## config.mk

```make
export PLATFORM = sky130hd
export DESIGN_NAME = tofc_measure_ctrl
export DESIGN_NICKNAME = d
export VERILOG_FILES = /design/src/pkg/tofc_pkg.sv /design/src/rtl/tofc_result_mem.sv /design/src/rtl/tofc_measure_ctrl.sv
export SDC_FILE = /design/constraint.sdc
export NUM_CORES = 2
export LEC_CHECK = 0
export ABC_AREA = 1
export ABC_CLOCK_PERIOD_IN_PS = 9500
export CORE_MARGIN = 2
export CORE_UTILIZATION = 50
export CTS_CLUSTER_SIZE = 25
export DETAILED_ROUTE_END_ITERATION = 6
export DONT_BUFFER_PORTS = 1
export SLEW_MARGIN = 20
export SYNTH_ARGS = -nofsm -noshare
export SYNTH_HDL_FRONTEND = slang
export SYNTH_SLANG_ARGS = --single-unit
```

## constraint.sdc

```tcl
create_clock -name ref_clk -period 9.5 [get_ports ref_clk]
set_input_delay 0.475 -clock ref_clk [delete_from_list [all_inputs] [get_ports ref_clk]]
set_output_delay 0.475 -clock ref_clk [all_outputs]
set_load 0.03 [all_outputs]
```

## src/pkg/tofc_pkg.sv

```systemverilog
// shared constants, types and helpers of the time-of-flight measurement control block
package tofc_pkg;

  // register map (byte addresses on the serial port)
  localparam logic [5:0] ADDR_SETUP_ONE   = 6'h00;
  localparam logic [5:0] ADDR_SETUP_TWO   = 6'h01;
  localparam logic [5:0] ADDR_EVENT_FLAGS = 6'h02;
  localparam logic [5:0] ADDR_EVENT_MASK  = 6'h03;
  localparam logic [5:0] ADDR_RESULT_BASE = 6'h10;
  localparam logic [5:0] ADDR_RESULT_LAST = 6'h1c;

  // reset values
  localparam logic [7:0] SETUP_ONE_RST = 8'h00;
  localparam logic [7:0] SETUP_TWO_RST = 8'h40;
  localparam logic [4:0] FLAGS_RST     = 5'h00;
  localparam logic [2:0] MASK_RST      = 3'h7;

  // event flag bit positions
  localparam int FLG_NEW      = 0;
  localparam int FLG_COARSE   = 1;
  localparam int FLG_CLK      = 2;
  localparam int FLG_STARTED  = 3;
  localparam int FLG_COMPLETE = 4;

  // command byte fields
  localparam int CMD_AUTOINC = 7;
  localparam int CMD_WRITE   = 6;

  // result store layout
  localparam int             RES_W     = 24;
  localparam int             RES_DEPTH = 13;
  localparam int             RES_AW    = 4;
  localparam logic [3:0]     CAL1_IDX  = 4'hb;
  localparam logic [3:0]     CAL2_IDX  = 4'hc;
  localparam logic [4:0]     SHORT_LAST = 5'h07;
  localparam logic [4:0]     LONG_LAST  = 5'h17;

  // configuration codes
  localparam logic [1:0] METHOD_ONE    = 2'b00;
  localparam logic [1:0] METHOD_TWO    = 2'b01;
  localparam logic [2:0] MAX_STOP_CODE = 3'b100;
  localparam logic [23:0] CAL1_PERIODS = 24'h000001;

  // timing
  localparam int REF_CLK_HZ = 20_000_000;
  localparam int TRIG_NS    = 200;
  localparam int TRIG_CYC   = (TRIG_NS * (REF_CLK_HZ / 1_000_000) + 999) / 1000;

  typedef struct packed {
    logic       force_cal;
    logic       parity_en;
    logic       trigger_out_polarity;
    logic       stop_pol;
    logic       start_pol;
    logic [1:0] measurement_method;
    logic       begin_measurement;
  } tofc_setup_one_t;

  typedef struct packed {
    logic [1:0] calibration_span;
    logic [2:0] averaging_count;
    logic [2:0] stop_count;
  } tofc_setup_two_t;

  typedef enum logic [2:0] {
    ST_IDLE = 3'b000,
    ST_TRIG = 3'b001,
    ST_WAIT = 3'b011,
    ST_RUN  = 3'b010,
    ST_CAL  = 3'b110,
    ST_DONE = 3'b111
  } tofc_state_t;

  function automatic logic [23:0] tofc_span_periods(input logic [1:0] code);
    case (code)
      2'b00:   tofc_span_periods = 24'd2;
      2'b01:   tofc_span_periods = 24'd10;
      2'b10:   tofc_span_periods = 24'd20;
      default: tofc_span_periods = 24'd40;
    endcase
  endfunction

endpackage

```

## src/rtl/tofc_result_mem.sv

```systemverilog
// result store: per-entry registers with clear-all, accumulate and registered read
`timescale 1ns/100ps
module tofc_result_mem
  import tofc_pkg::*;
#(
  parameter int W     = RES_W,
  parameter int DEPTH = RES_DEPTH,
  parameter int AW    = RES_AW
) (
  input  wire logic          ref_clk,
  input  wire logic          rst,
  input  wire logic          clr_all,
  input  wire logic          we,
  input  wire logic          add,
  input  wire logic [AW-1:0] wa,
  input  wire logic [W-1:0]  wd,
  input  wire logic [AW-1:0] ra,
  output logic      [W-1:0]  rd_q
);

  logic [W-1:0] mem_q [DEPTH];

  genvar gi;
  generate
    for (gi = 0; gi < DEPTH; gi++) begin : g_entry
      always_ff @(posedge ref_clk) begin
        if (rst || clr_all) begin
          mem_q[gi] <= '0;
        end else if (we && wa == AW'(gi)) begin
          mem_q[gi] <= add ? mem_q[gi] + wd : wd;
        end
      end
    end
  endgenerate

  always_ff @(posedge ref_clk) begin
    if (rst) begin
      rd_q <= '0;
    end else begin
      rd_q <= (int'(ra) < DEPTH) ? mem_q[ra] : '0;
    end
  end

endmodule

```

## src/rtl/tofc_measure_ctrl.sv

```systemverilog
// time-of-flight measurement control: serial register port, sequencer and result store
// Summary of operation
// - without forced calibration, an interrupted measurement skips calibration
// - with forced calibration, calibration always runs, even after an overflow
// - parity enable gives even parity in result bit 23, otherwise zero
// - trigger polarity zero gives rising trigger edge, one gives falling
// - stop polarity zero ends timing on rising stop edge, one on falling
// - start polarity zero begins timing on rising start edge, one on falling
// - method code 00 is method one, code 01 is method two
// - begin bit clears itself at measurement end; writing 0 does nothing
// - writing begin as 1 clears all event flags
// - writing begin as 1 emits a trigger pulse with configured polarity
// - writing begin as 1 zeroes all result registers
// - calibration span codes give 2, 10, 20 or 40 periods; reset 01
// - averaging code n gives two to the n measurement cycles
// - stop count codes 000 to 100 capture one to five stops
// - stop count codes 101 to 111 act as single stop
// - completion and overflow set flags; host writes 1 to clear
// - counter overflow stops the measurement at once and records the flag
// - masked flags stay set but do not pull the interrupt pin low
`timescale 1ns/100ps
module tofc_measure_ctrl
  import tofc_pkg::*;
#(
  parameter logic [15:0] COARSE_OVF_LIMIT = 16'hffff,
  parameter logic [15:0] CLK_OVF_LIMIT    = 16'hffff
) (
  input  wire logic ref_clk,
  input  wire logic rst,
  input  wire logic csb_n,
  input  wire logic sclk,
  input  wire logic din,
  output logic      dout,
  output logic      dout_oe,
  input  wire logic start_in,
  input  wire logic stop_in,
  output logic      trigger_out,
  output logic      irq_n_pin
);

  //////////////////////////////////////////////////////////////////////////////
  // input synchronisers: 0 csb, 1 sclk, 2 din, 3 start, 4 stop

  logic [4:0] pin_w;
  logic [4:0] sy1_q;
  logic [4:0] sy2_q;
  logic [4:0] prev_q;

  assign pin_w = {stop_in, start_in, din, sclk, csb_n};

  genvar gi;
  generate
    for (gi = 0; gi < 5; gi++) begin : g_sync
      always_ff @(posedge ref_clk) begin
        if (rst) begin
          sy1_q[gi]  <= 1'b1;
          sy2_q[gi]  <= 1'b1;
          prev_q[gi] <= 1'b1;
        end else begin
          sy1_q[gi]  <= pin_w[gi];
          sy2_q[gi]  <= sy1_q[gi];
          prev_q[gi] <= sy2_q[gi];
        end
      end
    end
  endgenerate

  //////////////////////////////////////////////////////////////////////////////
  // registers

  tofc_setup_one_t cfg1_q;
  tofc_setup_two_t cfg2_q;
  logic [4:0]      flags_q;
  logic [2:0]      mask_q;
  tofc_state_t     st_q;
  tofc_state_t     st_d;

  wire logic       csb_s      = sy2_q[0];
  wire logic       din_s      = sy2_q[2];
  wire logic       sclk_rise  = ~csb_s & sy2_q[1] & ~prev_q[1];
  wire logic       start_edge = (sy2_q[3] ^ cfg1_q.start_pol) &
                                ~(prev_q[3] ^ cfg1_q.start_pol);
  wire logic       stop_edge  = (sy2_q[4] ^ cfg1_q.stop_pol) &
                                ~(prev_q[4] ^ cfg1_q.stop_pol);

  //////////////////////////////////////////////////////////////////////////////
  // serial register port

  logic        cmd_ph_q;
  logic        done_q;
  logic        auto_q;
  logic        wr_q;
  logic        ld_q;
  logic [4:0]  bit_q;
  logic [5:0]  addr_q;
  logic [5:0]  ld_addr_q;
  logic [7:0]  sh_q;
  logic [23:0] out_q;
  logic [23:0] mem_rd;

  wire logic [7:0] byte_w    = {sh_q[6:0], din_s};
  wire logic [4:0] last_w    = (addr_q >= ADDR_RESULT_BASE) ? LONG_LAST : SHORT_LAST;
  wire logic       active_w  = sclk_rise & ~done_q;
  wire logic       data_rise = active_w & ~cmd_ph_q;
  wire logic       cmd_end   = active_w & cmd_ph_q & (bit_q == SHORT_LAST);
  wire logic       word_end  = data_rise & (bit_q == last_w);
  wire logic [5:0] nxt_addr  = cmd_ph_q ? byte_w[5:0] : addr_q + 6'd1;
  wire logic [5:0] ra_full   = nxt_addr - ADDR_RESULT_BASE;
  wire logic       wr_stb    = word_end & wr_q & (addr_q < ADDR_RESULT_BASE);
  wire logic       wr_cfg1   = wr_stb & (addr_q == ADDR_SETUP_ONE);
  wire logic       wr_cfg2   = wr_stb & (addr_q == ADDR_SETUP_TWO);
  wire logic       wr_flags  = wr_stb & (addr_q == ADDR_EVENT_FLAGS);
  wire logic       wr_mask   = wr_stb & (addr_q == ADDR_EVENT_MASK);
  wire logic       launch    = wr_cfg1 & byte_w[0];

  // read word selection, results carry parity in bit 23
  wire logic       res_addr  = (ld_addr_q >= ADDR_RESULT_BASE) &
                               (ld_addr_q <= ADDR_RESULT_LAST);
  wire logic       parity_w  = cfg1_q.parity_en & (^mem_rd[22:0]);
  logic [7:0]      cfg_rd;
  always_comb begin
    case (ld_addr_q)
      ADDR_SETUP_ONE:   cfg_rd = cfg1_q;
      ADDR_SETUP_TWO:   cfg_rd = cfg2_q;
      ADDR_EVENT_FLAGS: cfg_rd = {3'b000, flags_q};
      ADDR_EVENT_MASK:  cfg_rd = {5'b00000, mask_q};
      default:          cfg_rd = 8'h00;
    endcase
  end
  wire logic [23:0] rd_word = res_addr ? {parity_w, mem_rd[22:0]} : {cfg_rd, 16'h0000};

  always_ff @(posedge ref_clk) begin
    if (rst || csb_s) begin
      cmd_ph_q <= 1'b1;
      done_q   <= 1'b0;
      ld_q     <= 1'b0;
      bit_q    <= 5'd0;
    end else begin
      ld_q <= cmd_end ? ~byte_w[CMD_WRITE] : (word_end & auto_q & ~wr_q);
      if (cmd_end) begin
        cmd_ph_q <= 1'b0;
      end
      // one counter paces the command byte and then each data word
      if (active_w) begin
        bit_q <= (cmd_end | word_end) ? 5'd0 : bit_q + 5'd1;
      end
      if (word_end & ~auto_q) begin
        done_q <= 1'b1;
      end
    end
  end

  always_ff @(posedge ref_clk) begin
    if (rst) begin
      auto_q    <= 1'b0;
      wr_q      <= 1'b0;
      addr_q    <= 6'h00;
      ld_addr_q <= 6'h00;
      sh_q      <= 8'h00;
      out_q     <= 24'h000000;
    end else begin
      if (sclk_rise) begin
        sh_q <= byte_w;
      end
      if (cmd_end) begin
        auto_q <= byte_w[CMD_AUTOINC];
        wr_q   <= byte_w[CMD_WRITE];
        addr_q <= byte_w[5:0];
      end else if (word_end & auto_q) begin
        addr_q <= addr_q + 6'd1;
      end
      if (active_w) begin
        ld_addr_q <= nxt_addr;
      end
      if (ld_q) begin
        out_q <= rd_word;
      end else if (data_rise) begin
        out_q <= {out_q[22:0], 1'b0};
      end
    end
  end

  assign dout    = out_q[23];
  assign dout_oe = ~csb_s & ~cmd_ph_q & ~wr_q & ~done_q;

  //////////////////////////////////////////////////////////////////////////////
  // measurement sequencer

  logic [23:0] cnt_q;
  logic [2:0]  stops_q;
  logic [7:0]  cyc_q;
  logic        intr_q;

  wire logic        meth_one   = cfg1_q.measurement_method != METHOD_TWO;
  wire logic [23:0] limit_w    = {8'h00, meth_one ? COARSE_OVF_LIMIT : CLK_OVF_LIMIT};
  wire logic [2:0]  stop_last  = (cfg2_q.stop_count > MAX_STOP_CODE) ? 3'd0 :
                                 cfg2_q.stop_count;
  wire logic [7:0]  cyc_last   = 8'((9'd1 << cfg2_q.averaging_count) - 9'd1);
  wire logic [23:0] span_w     = tofc_span_periods(cfg2_q.calibration_span);
  wire logic        start_hit  = (st_q == ST_WAIT) & start_edge;
  wire logic        ovf_hit    = (st_q == ST_RUN) & (cnt_q == limit_w);
  wire logic        stop_hit   = (st_q == ST_RUN) & stop_edge & ~ovf_hit;
  wire logic        last_stop  = stop_hit & (stops_q == stop_last);
  wire logic        cal_one    = (st_q == ST_CAL) & (cnt_q == CAL1_PERIODS);
  wire logic        cal_end    = (st_q == ST_CAL) & (cnt_q == span_w);

  always_comb begin
    st_d = st_q;
    case (st_q)
      ST_IDLE: st_d = ST_IDLE;
      ST_TRIG: if (cnt_q == 24'(TRIG_CYC - 1)) st_d = ST_WAIT;
      ST_WAIT: if (start_hit) st_d = ST_RUN;
      ST_RUN: begin
        if (ovf_hit) begin
          st_d = cfg1_q.force_cal ? ST_CAL : ST_DONE;
        end else if (last_stop) begin
          st_d = (cyc_q == cyc_last) ? ST_CAL : ST_TRIG;
        end
      end
      ST_CAL:  if (cal_end) st_d = ST_DONE;
      ST_DONE: st_d = ST_IDLE;
      default: st_d = ST_IDLE;
    endcase
  end

  always_ff @(posedge ref_clk) begin
    if (rst) begin
      st_q    <= ST_IDLE;
      cnt_q   <= 24'h000000;
      stops_q <= 3'd0;
      cyc_q   <= 8'd0;
      intr_q  <= 1'b0;
    end else begin
      st_q    <= launch ? ST_TRIG : st_d;
      cnt_q   <= (launch || st_d != st_q) ? 24'h000000 : cnt_q + 24'd1;
      stops_q <= (launch || start_hit) ? 3'd0 : stops_q + {2'b00, stop_hit};
      cyc_q   <= launch ? 8'd0 : cyc_q + {7'd0, last_stop};
      intr_q  <= launch ? 1'b0 : (intr_q | ovf_hit);
    end
  end

  // trigger idles at the polarity level and pulses toward the opposite one
  always_ff @(posedge ref_clk) begin
    if (rst) begin
      trigger_out <= 1'b0;
    end else begin
      trigger_out <= cfg1_q.trigger_out_polarity ^ (st_q == ST_TRIG);
    end
  end

  //////////////////////////////////////////////////////////////////////////////
  // result store; each cycle adds its share so the sum is the average

  wire logic        mem_we  = stop_hit | cal_one | cal_end;
  wire logic [3:0]  mem_wa  = (st_q == ST_CAL) ? (cal_end ? CAL2_IDX : CAL1_IDX) :
                              {stops_q, ~meth_one};
  wire logic [23:0] mem_wd  = (st_q == ST_CAL) ? cnt_q : (cnt_q >> cfg2_q.averaging_count);
  wire logic        mem_add = (st_q == ST_RUN) & (cyc_q != 8'd0);

  tofc_result_mem #(
    .W     (RES_W),
    .DEPTH (RES_DEPTH),
    .AW    (RES_AW)
  ) u_results (
    .ref_clk (ref_clk),
    .rst     (rst),
    .clr_all (launch),
    .we      (mem_we),
    .add     (mem_add),
    .wa      (mem_wa),
    .wd      (mem_wd),
    .ra      (ra_full[3:0]),
    .rd_q    (mem_rd)
  );

  //////////////////////////////////////////////////////////////////////////////
  // configuration, flags and interrupt pin

  wire logic [4:0] set_w = {st_q == ST_DONE,
                            start_hit,
                            ovf_hit & ~meth_one,
                            ovf_hit & meth_one,
                            st_q == ST_DONE};
  wire logic [4:0] clr_w = wr_flags ? byte_w[4:0] : 5'h00;

  always_ff @(posedge ref_clk) begin
    if (rst) begin
      cfg1_q  <= SETUP_ONE_RST;
      cfg2_q  <= SETUP_TWO_RST;
      flags_q <= FLAGS_RST;
      mask_q  <= MASK_RST;
    end else begin
      if (wr_cfg1) begin
        cfg1_q <= {byte_w[7:1], cfg1_q.begin_measurement | byte_w[0]};
      end else if (st_q == ST_DONE) begin
        cfg1_q.begin_measurement <= 1'b0;
      end
      if (wr_cfg2) begin
        cfg2_q <= byte_w;
      end
      if (wr_mask) begin
        mask_q <= byte_w[2:0];
      end
      flags_q <= launch ? 5'h00 : ((flags_q & ~clr_w) | set_w);
    end
  end

  always_ff @(posedge ref_clk) begin
    if (rst) begin
      irq_n_pin <= 1'b1;
    end else begin
      irq_n_pin <= ~|(flags_q[2:0] & mask_q);
    end
  end

endmodule

```

Word-level counts from Yosys, hierarchy flattened
Memory sizes are Yosys's and may differ from the RTL's. A register that Yosys moved wholly into a read port is not among the register bits.
Cells that the tools add are included.
{"block": "op_classes", "bitwise_logic": 72, "mul": 0, "div_mod_pow": 0, "addsub": 20, "n_eq_ne": 35, "n_reduce_logical": 32, "n_mux": 94, "shifts": 2, "n_lt_le_gt_ge": 6}
{"op": "$mux 24", "n": 30}
{"op": "$add 24x24->24", "n": 13}
{"op": "$mux 1", "n": 46}
{"op": "$and 1x1->1", "n": 34}
{"op": "$pmux 8 s4", "n": 1}
{"op": "$add 24x1->24 const B", "n": 1}
{"op": "$eq 24x1->1 const B", "n": 1}
{"op": "$eq 24x16->1 const B", "n": 1}
{"op": "$eq 24x2->1 const B", "n": 1}
{"op": "$eq 24x24->1", "n": 1}
{"op": "$eq 6x2->1 const B", "n": 4}
{"op": "$mux 3", "n": 8}
{"op": "$shr 24x3->24", "n": 1}
{"op": "$reduce_xor 23->1", "n": 1}
{"op": "$eq 4x4->1 const B", "n": 5}
{"op": "$mux 6", "n": 3}
{"op": "$pmux 6 s3", "n": 1}
{"op": "$or 1x1->1", "n": 17}
{"op": "$eq 4x3->1 const B", "n": 4}
{"op": "$mux 5", "n": 3}
{"op": "$logic_and 1x1->1", "n": 13}
{"op": "$eq 6x1->1 const B", "n": 2}
{"op": "$ge 6x5->1 const B", "n": 2}
{"op": "$logic_not 6->1", "n": 2}
{"op": "other kinds (40)", "n": 66}
{"block": "totals", "n_memories": 1, "in_bits": 7, "word_cells": 304, "out_inout_bits": 4, "regBits": 130, "latchBits": 0, "mem_bits_ro": 0, "ram_bits": 312}
{"memory": "u_results.mem_q", "depth": 13, "width": 24, "read_ports": 14, "rd_clocked_by_memory_dff": 1, "write_ports": 13, "line": "tofc_result_mem.sv:21", "text": "logic [W-1:0] mem_q [DEPTH];"}

Longest topological paths before layout
{"block": "depth", "ltp_word": 14, "depth_mapped": 25, "depth_no_buf": 24}

Hierarchy
Synthesis repeated with hierarchy kept, for this count alone.
{"block": "hier_totals", "cells_unflattened": 7343, "area_unflattened_um2": 45947.8}
{"module": "tofc_result_mem", "cells_each": 6298, "instances": 1, "area_each_um2": 38547.0, "seq_area_each_um2": 9849.4}
{"module": "tofc_measure_ctrl", "cells_each": 1045, "instances": 1, "area_each_um2": 7400.8, "seq_area_each_um2": 2602.5}

Worst setup path before layout
Ideal clock, no wire load.
{"block": "synth_timing", "kind": "register -> register", "startpoint": "reg st_q[0]", "endpoint": "mem u_results.mem_q[8][18] (netlist name) (data pin)", "setup_ns": 0.257, "period_less_slack_ns": 3.993, "t_required_ns": 9.243, "path_stages_with_launch": 21, "slack_ns": 5.507, "path_buffers": 2, "t_arrival_ns": 3.736, "cell_sequence": "dfxtp_1 > inv_2 > nand2_2 > nor2_4 > buf_6 > nor2_4 > inv_1 > buf_2 > o211ai_1 > ha_1 > inv_1 > fa_1 > o21ai_0 > a21boi_0 > o21ai_0 > a21o_1 > nand2_1 > inv_1 > o21ai_0 > inv_1 > nor2_1"}
{"item": "start: declaration", "line": "tofc_measure_ctrl.sv:75", "text": "tofc_state_t st_q;"}
{"item": "start signal: assignment", "line": "tofc_measure_ctrl.sv:234", "text": "st_q <= launch ? ST_TRIG : st_d;"}
{"item": "end: declaration", "line": "tofc_result_mem.sv:21"}

==> out/results.txt <==
Routed Antenna Nets: 0
Syn Nets: 5653
DRC: 0
DR pass1 iterations: 6
Worst setup SP type: flop
Layout area overhead: 8.44%
Largest fanout on the critical path: 21
Clk Latency, worst-skew pair: 670 ps
Yosys top cell area share: 23.4%
Peak supply drop: 148 uV
Commonest cells after routing, fill and taps aside: nand2_1, a21oi_1, nor2_1
Sink of the worst hold path: sh_q[4]
Detailed-placement wirelength estimate: 118000 microns
Pwr/cell area: 122 mW/mm^2
CP Class: flop to flop
Crit path capture type: flop
RD Place Congestion: 1.07
Reg2reg path depth: 17
Clock transition at path regs: 60 ps
Vias in the first global route: 36600
PortBufs: 0
# nets final: 5592
WL final: 163000 microns
Power Internal: 3.61 mW
Final Setup Violations: 0
Die area: 0.0788 sq mm
Flop and latch count out of synthesis: 452
Reg2reg start: st_q[1]
R2r endpoint: u_results.mem_q[0][17]
Longest Clk Path Bufs: 3
GRT Total Usage: 40.8%
Number of DRC violations after detailed-routing iteration 0: 4745
Min-delay src: rst
Wire per inst: 25.7 microns
Setup TNS Final: 0 ps
First-pass GRT wire length: 238000 microns
Pin count of the biggest net entering global routing: 87
Switching power: 1.46 mW
Most common cell after layout, fill and taps aside: nand2_1
Clock Power Share: 44.3%
Ys Warns: 0
Fmax: 172 MHz
Netlist cell types: 61
CTS H-tree lvls: 2
Fin crit share: 61.2%
Switching share of power: 28.8%
Root Buffer: clkbuf_16
Mapped Cells: 5336
DIE HEIGHT: 281 microns
GRT overflow: 0
Synth area leaders: edfxtp_1, ha_1, a21oi_1
Register area share after synthesis: 31.4%
CTS tree: done
Worst slew margin: 25.5%
RSZ-0062 raised after global routing: no
PnR worst setup slack: 3690 ps
Post-synth top area cell: edfxtp_1
R2R Setup Slk: 3690 ps
Post-Syn Area: 0.0383 sq mm
Placed Instance Area: 0.0395 sq mm
Vias: 39900
Die Span X: 281 microns
Worst Hold Path Cells: 2
Cell area after layout: 0.0415 sq mm
Crit path required time: 9860 ps
Number of synthesized flops with an enable pin: 299
Ports: 11
Post-CTS setup buffer count: 0
Sequential cell area: 0.0120 sq mm
Worst Max-Slew Pin Slew: 1110 ps
Multi-input gate area in the final layout: 0.0240 sq mm
Top FF cell, synth: edfxtp_1
Outcome: finished clean
# Max-Cap Violations: 0
WP data arrival: 6180 ps
Hold WC Path Type: primary input to flop
Final Total Pwr: 5.08 mW
Initial antenna violation count: 3
Final min period: 5810 ps
Final hold violations: 0
Starting Density: 50.4%
Core area: 0.0759 sq mm
Post_cts resized: 0
Num CTS Buffers: 55
Clock Sink Count: 452
DP Worst Slack: 3800 ps
Comb pwr share: 11.4%
Fill count: 7580
Fraction of layout cells with a size suffix above 1: 6.95%
Mapped Avg Cell Area: 7.18 sq um
Vias per std cell: 6.27
Sequential share of power: 44.3%
Std-Cell Rows: 101
Async SR Flop Fraction: 0%
Final Max Tran Viols: 0
Final Skew: 29.1 ps
Leak Pwr: 17.4 nW
worst max-delay path, stage by stage, from the launching register on:
cell and delay (ps):
dfxtp_1 420, nand2_2 130, nor2_4 510, clkinv_1 910, a22oi_1 440, o21a_1 170
buf_4 380, inv_1 590, ha_1 500, nand3_1 60, nand3_1 220, inv_1 80
o21a_1 180, o21ai_0 340, a21oi_1 130, or2_2 290, nand3_1 70, a21oi_1 80
sequential cells by signal, indices dropped and copies added, names as in the netlist, 5 cells and up:
signal           cells
flags_q              5
cnt_q               24
cfg2_q               8
sy1_q                5
u_results.rd_q      23
cyc_q                8
cfg1_q               8
u_results.mem_q    299
sh_q                 7
out_q               24
ld_addr_q            6
bit_q                5
addr_q               6
area by class of cell:
| type | count | share of cell area [%] |
|---|---|---|
| inverters | 457 | 4.15 |
| clock buffers | 70 | 3.57 |
| well taps | 1030 | 3.10 |
| flip-flops and latches | 452 | 29.0 |
| repair buffers | 72 | 1.41 |
| clock inverters | 32 | 0.916 |
| diodes | 4 | 0.0241 |
| multi-input cells | 4237 | 57.8 |
routing by layer:
layer,vias up,global-route usage [%],part of all wire [%]
met2,2085,60.6,42
met1,18700,54.2,41
met3,431,9.93,11
met5,-,0,0.0067
met4,2,23.1,6.7
li1,18600,-,-
per-stage QoR:
| stage | utilization, % | hold WS (ps) | cells |
|---|---|---|---|
| 2_1_floorplan | - | 389 | 5336 |
| 3_3_place_gp | 52.1 | 392 | 6241 |
| 3_5_place_dp | 52.1 | 401 | 6241 |
| 4_1_cts | 54.6 | 77.5 | 6349 |
| 5_1_grt | 54.7 | 110 | 6350 |
| 6_report | 54.7 | 104 | 6354 |
cell families (layout without fill, tap and decap cells):
logic type / count (synthesis) / after routing / share of synthesized area (%)
XOR/XNOR: 149 / 149 / 3.41
adder cells (fa/ha/maj): 310 / 310 / 10.4
buffers and inverters: 647 / 631 / 6.77
other: 0 / 4 / 0
multiplexers: 9 / 9 / 0.235
AND/OR/NAND/NOR: 2164 / 2164 / 24.6
flip-flops: 452 / 452 / 31.4
AO/OA/AOI/OAI: 1605 / 1605 / 23.2
power groups by stage:
stage / Sequential (mW) / Combinational [mW] / Clock [mW]
finish: 2.25 / 0.579 / 2.25
global placement: 2.28 / 0.544 / 0
floorplan: 2.24 / 0.388 / 0
global route: 2.25 / 0.629 / 2.32
CTS: 2.24 / 0.556 / 2.26
detailed placement: 2.28 / 0.548 / 0
how the worst max path moves through the flow:
| stage | startpoint | end | slack [ps] | depth (start not counted) |
|---|---|---|---|---|
| detailed placement | st_q[1] | u_results.mem_q[0][17] | 3800 | 17 |
| CTS | st_q[1] | u_results.mem_q[0][17] | 3770 | 17 |
| global route | st_q[1] | u_results.mem_q[0][17] | 3350 | 17 |
| floorplan | st_q[0] | u_results.mem_q[8][18] | 5510 | 20 |
| finish | st_q[1] | u_results.mem_q[0][17] | 3690 | 17 |
| global placement | st_q[1] | u_results.mem_q[0][17] | 3920 | 17 |
what timing repair did:
item | in CTS | in global routing
setup endpoints to repair | 0 | 0
hold endpoints to repair | 36 | 0
hold buffers | 6 | 0
synth_stat cells (19+ instances only):
library cell	number
a31oi_1	37
a211oi_1	19
a21oi_1	731
clkbuf_1	119
dfxtp_1	153
nor3_1	58
o22ai_1	30
nor4_1	36
nand2_1	950
edfxtp_1	299
or2_2	88
o211ai_1	42
inv_1	434
ha_1	297
a21o_1	38
o21bai_1	27
xor2_1	94
nand3_1	320
o221ai_1	53
o21ai_0	538
buf_2	43
nor2_1	586
xnor2_1	55
a21boi_0	20
nand4_1	69
Note: power is estimated with default switching activity, not from simulation.
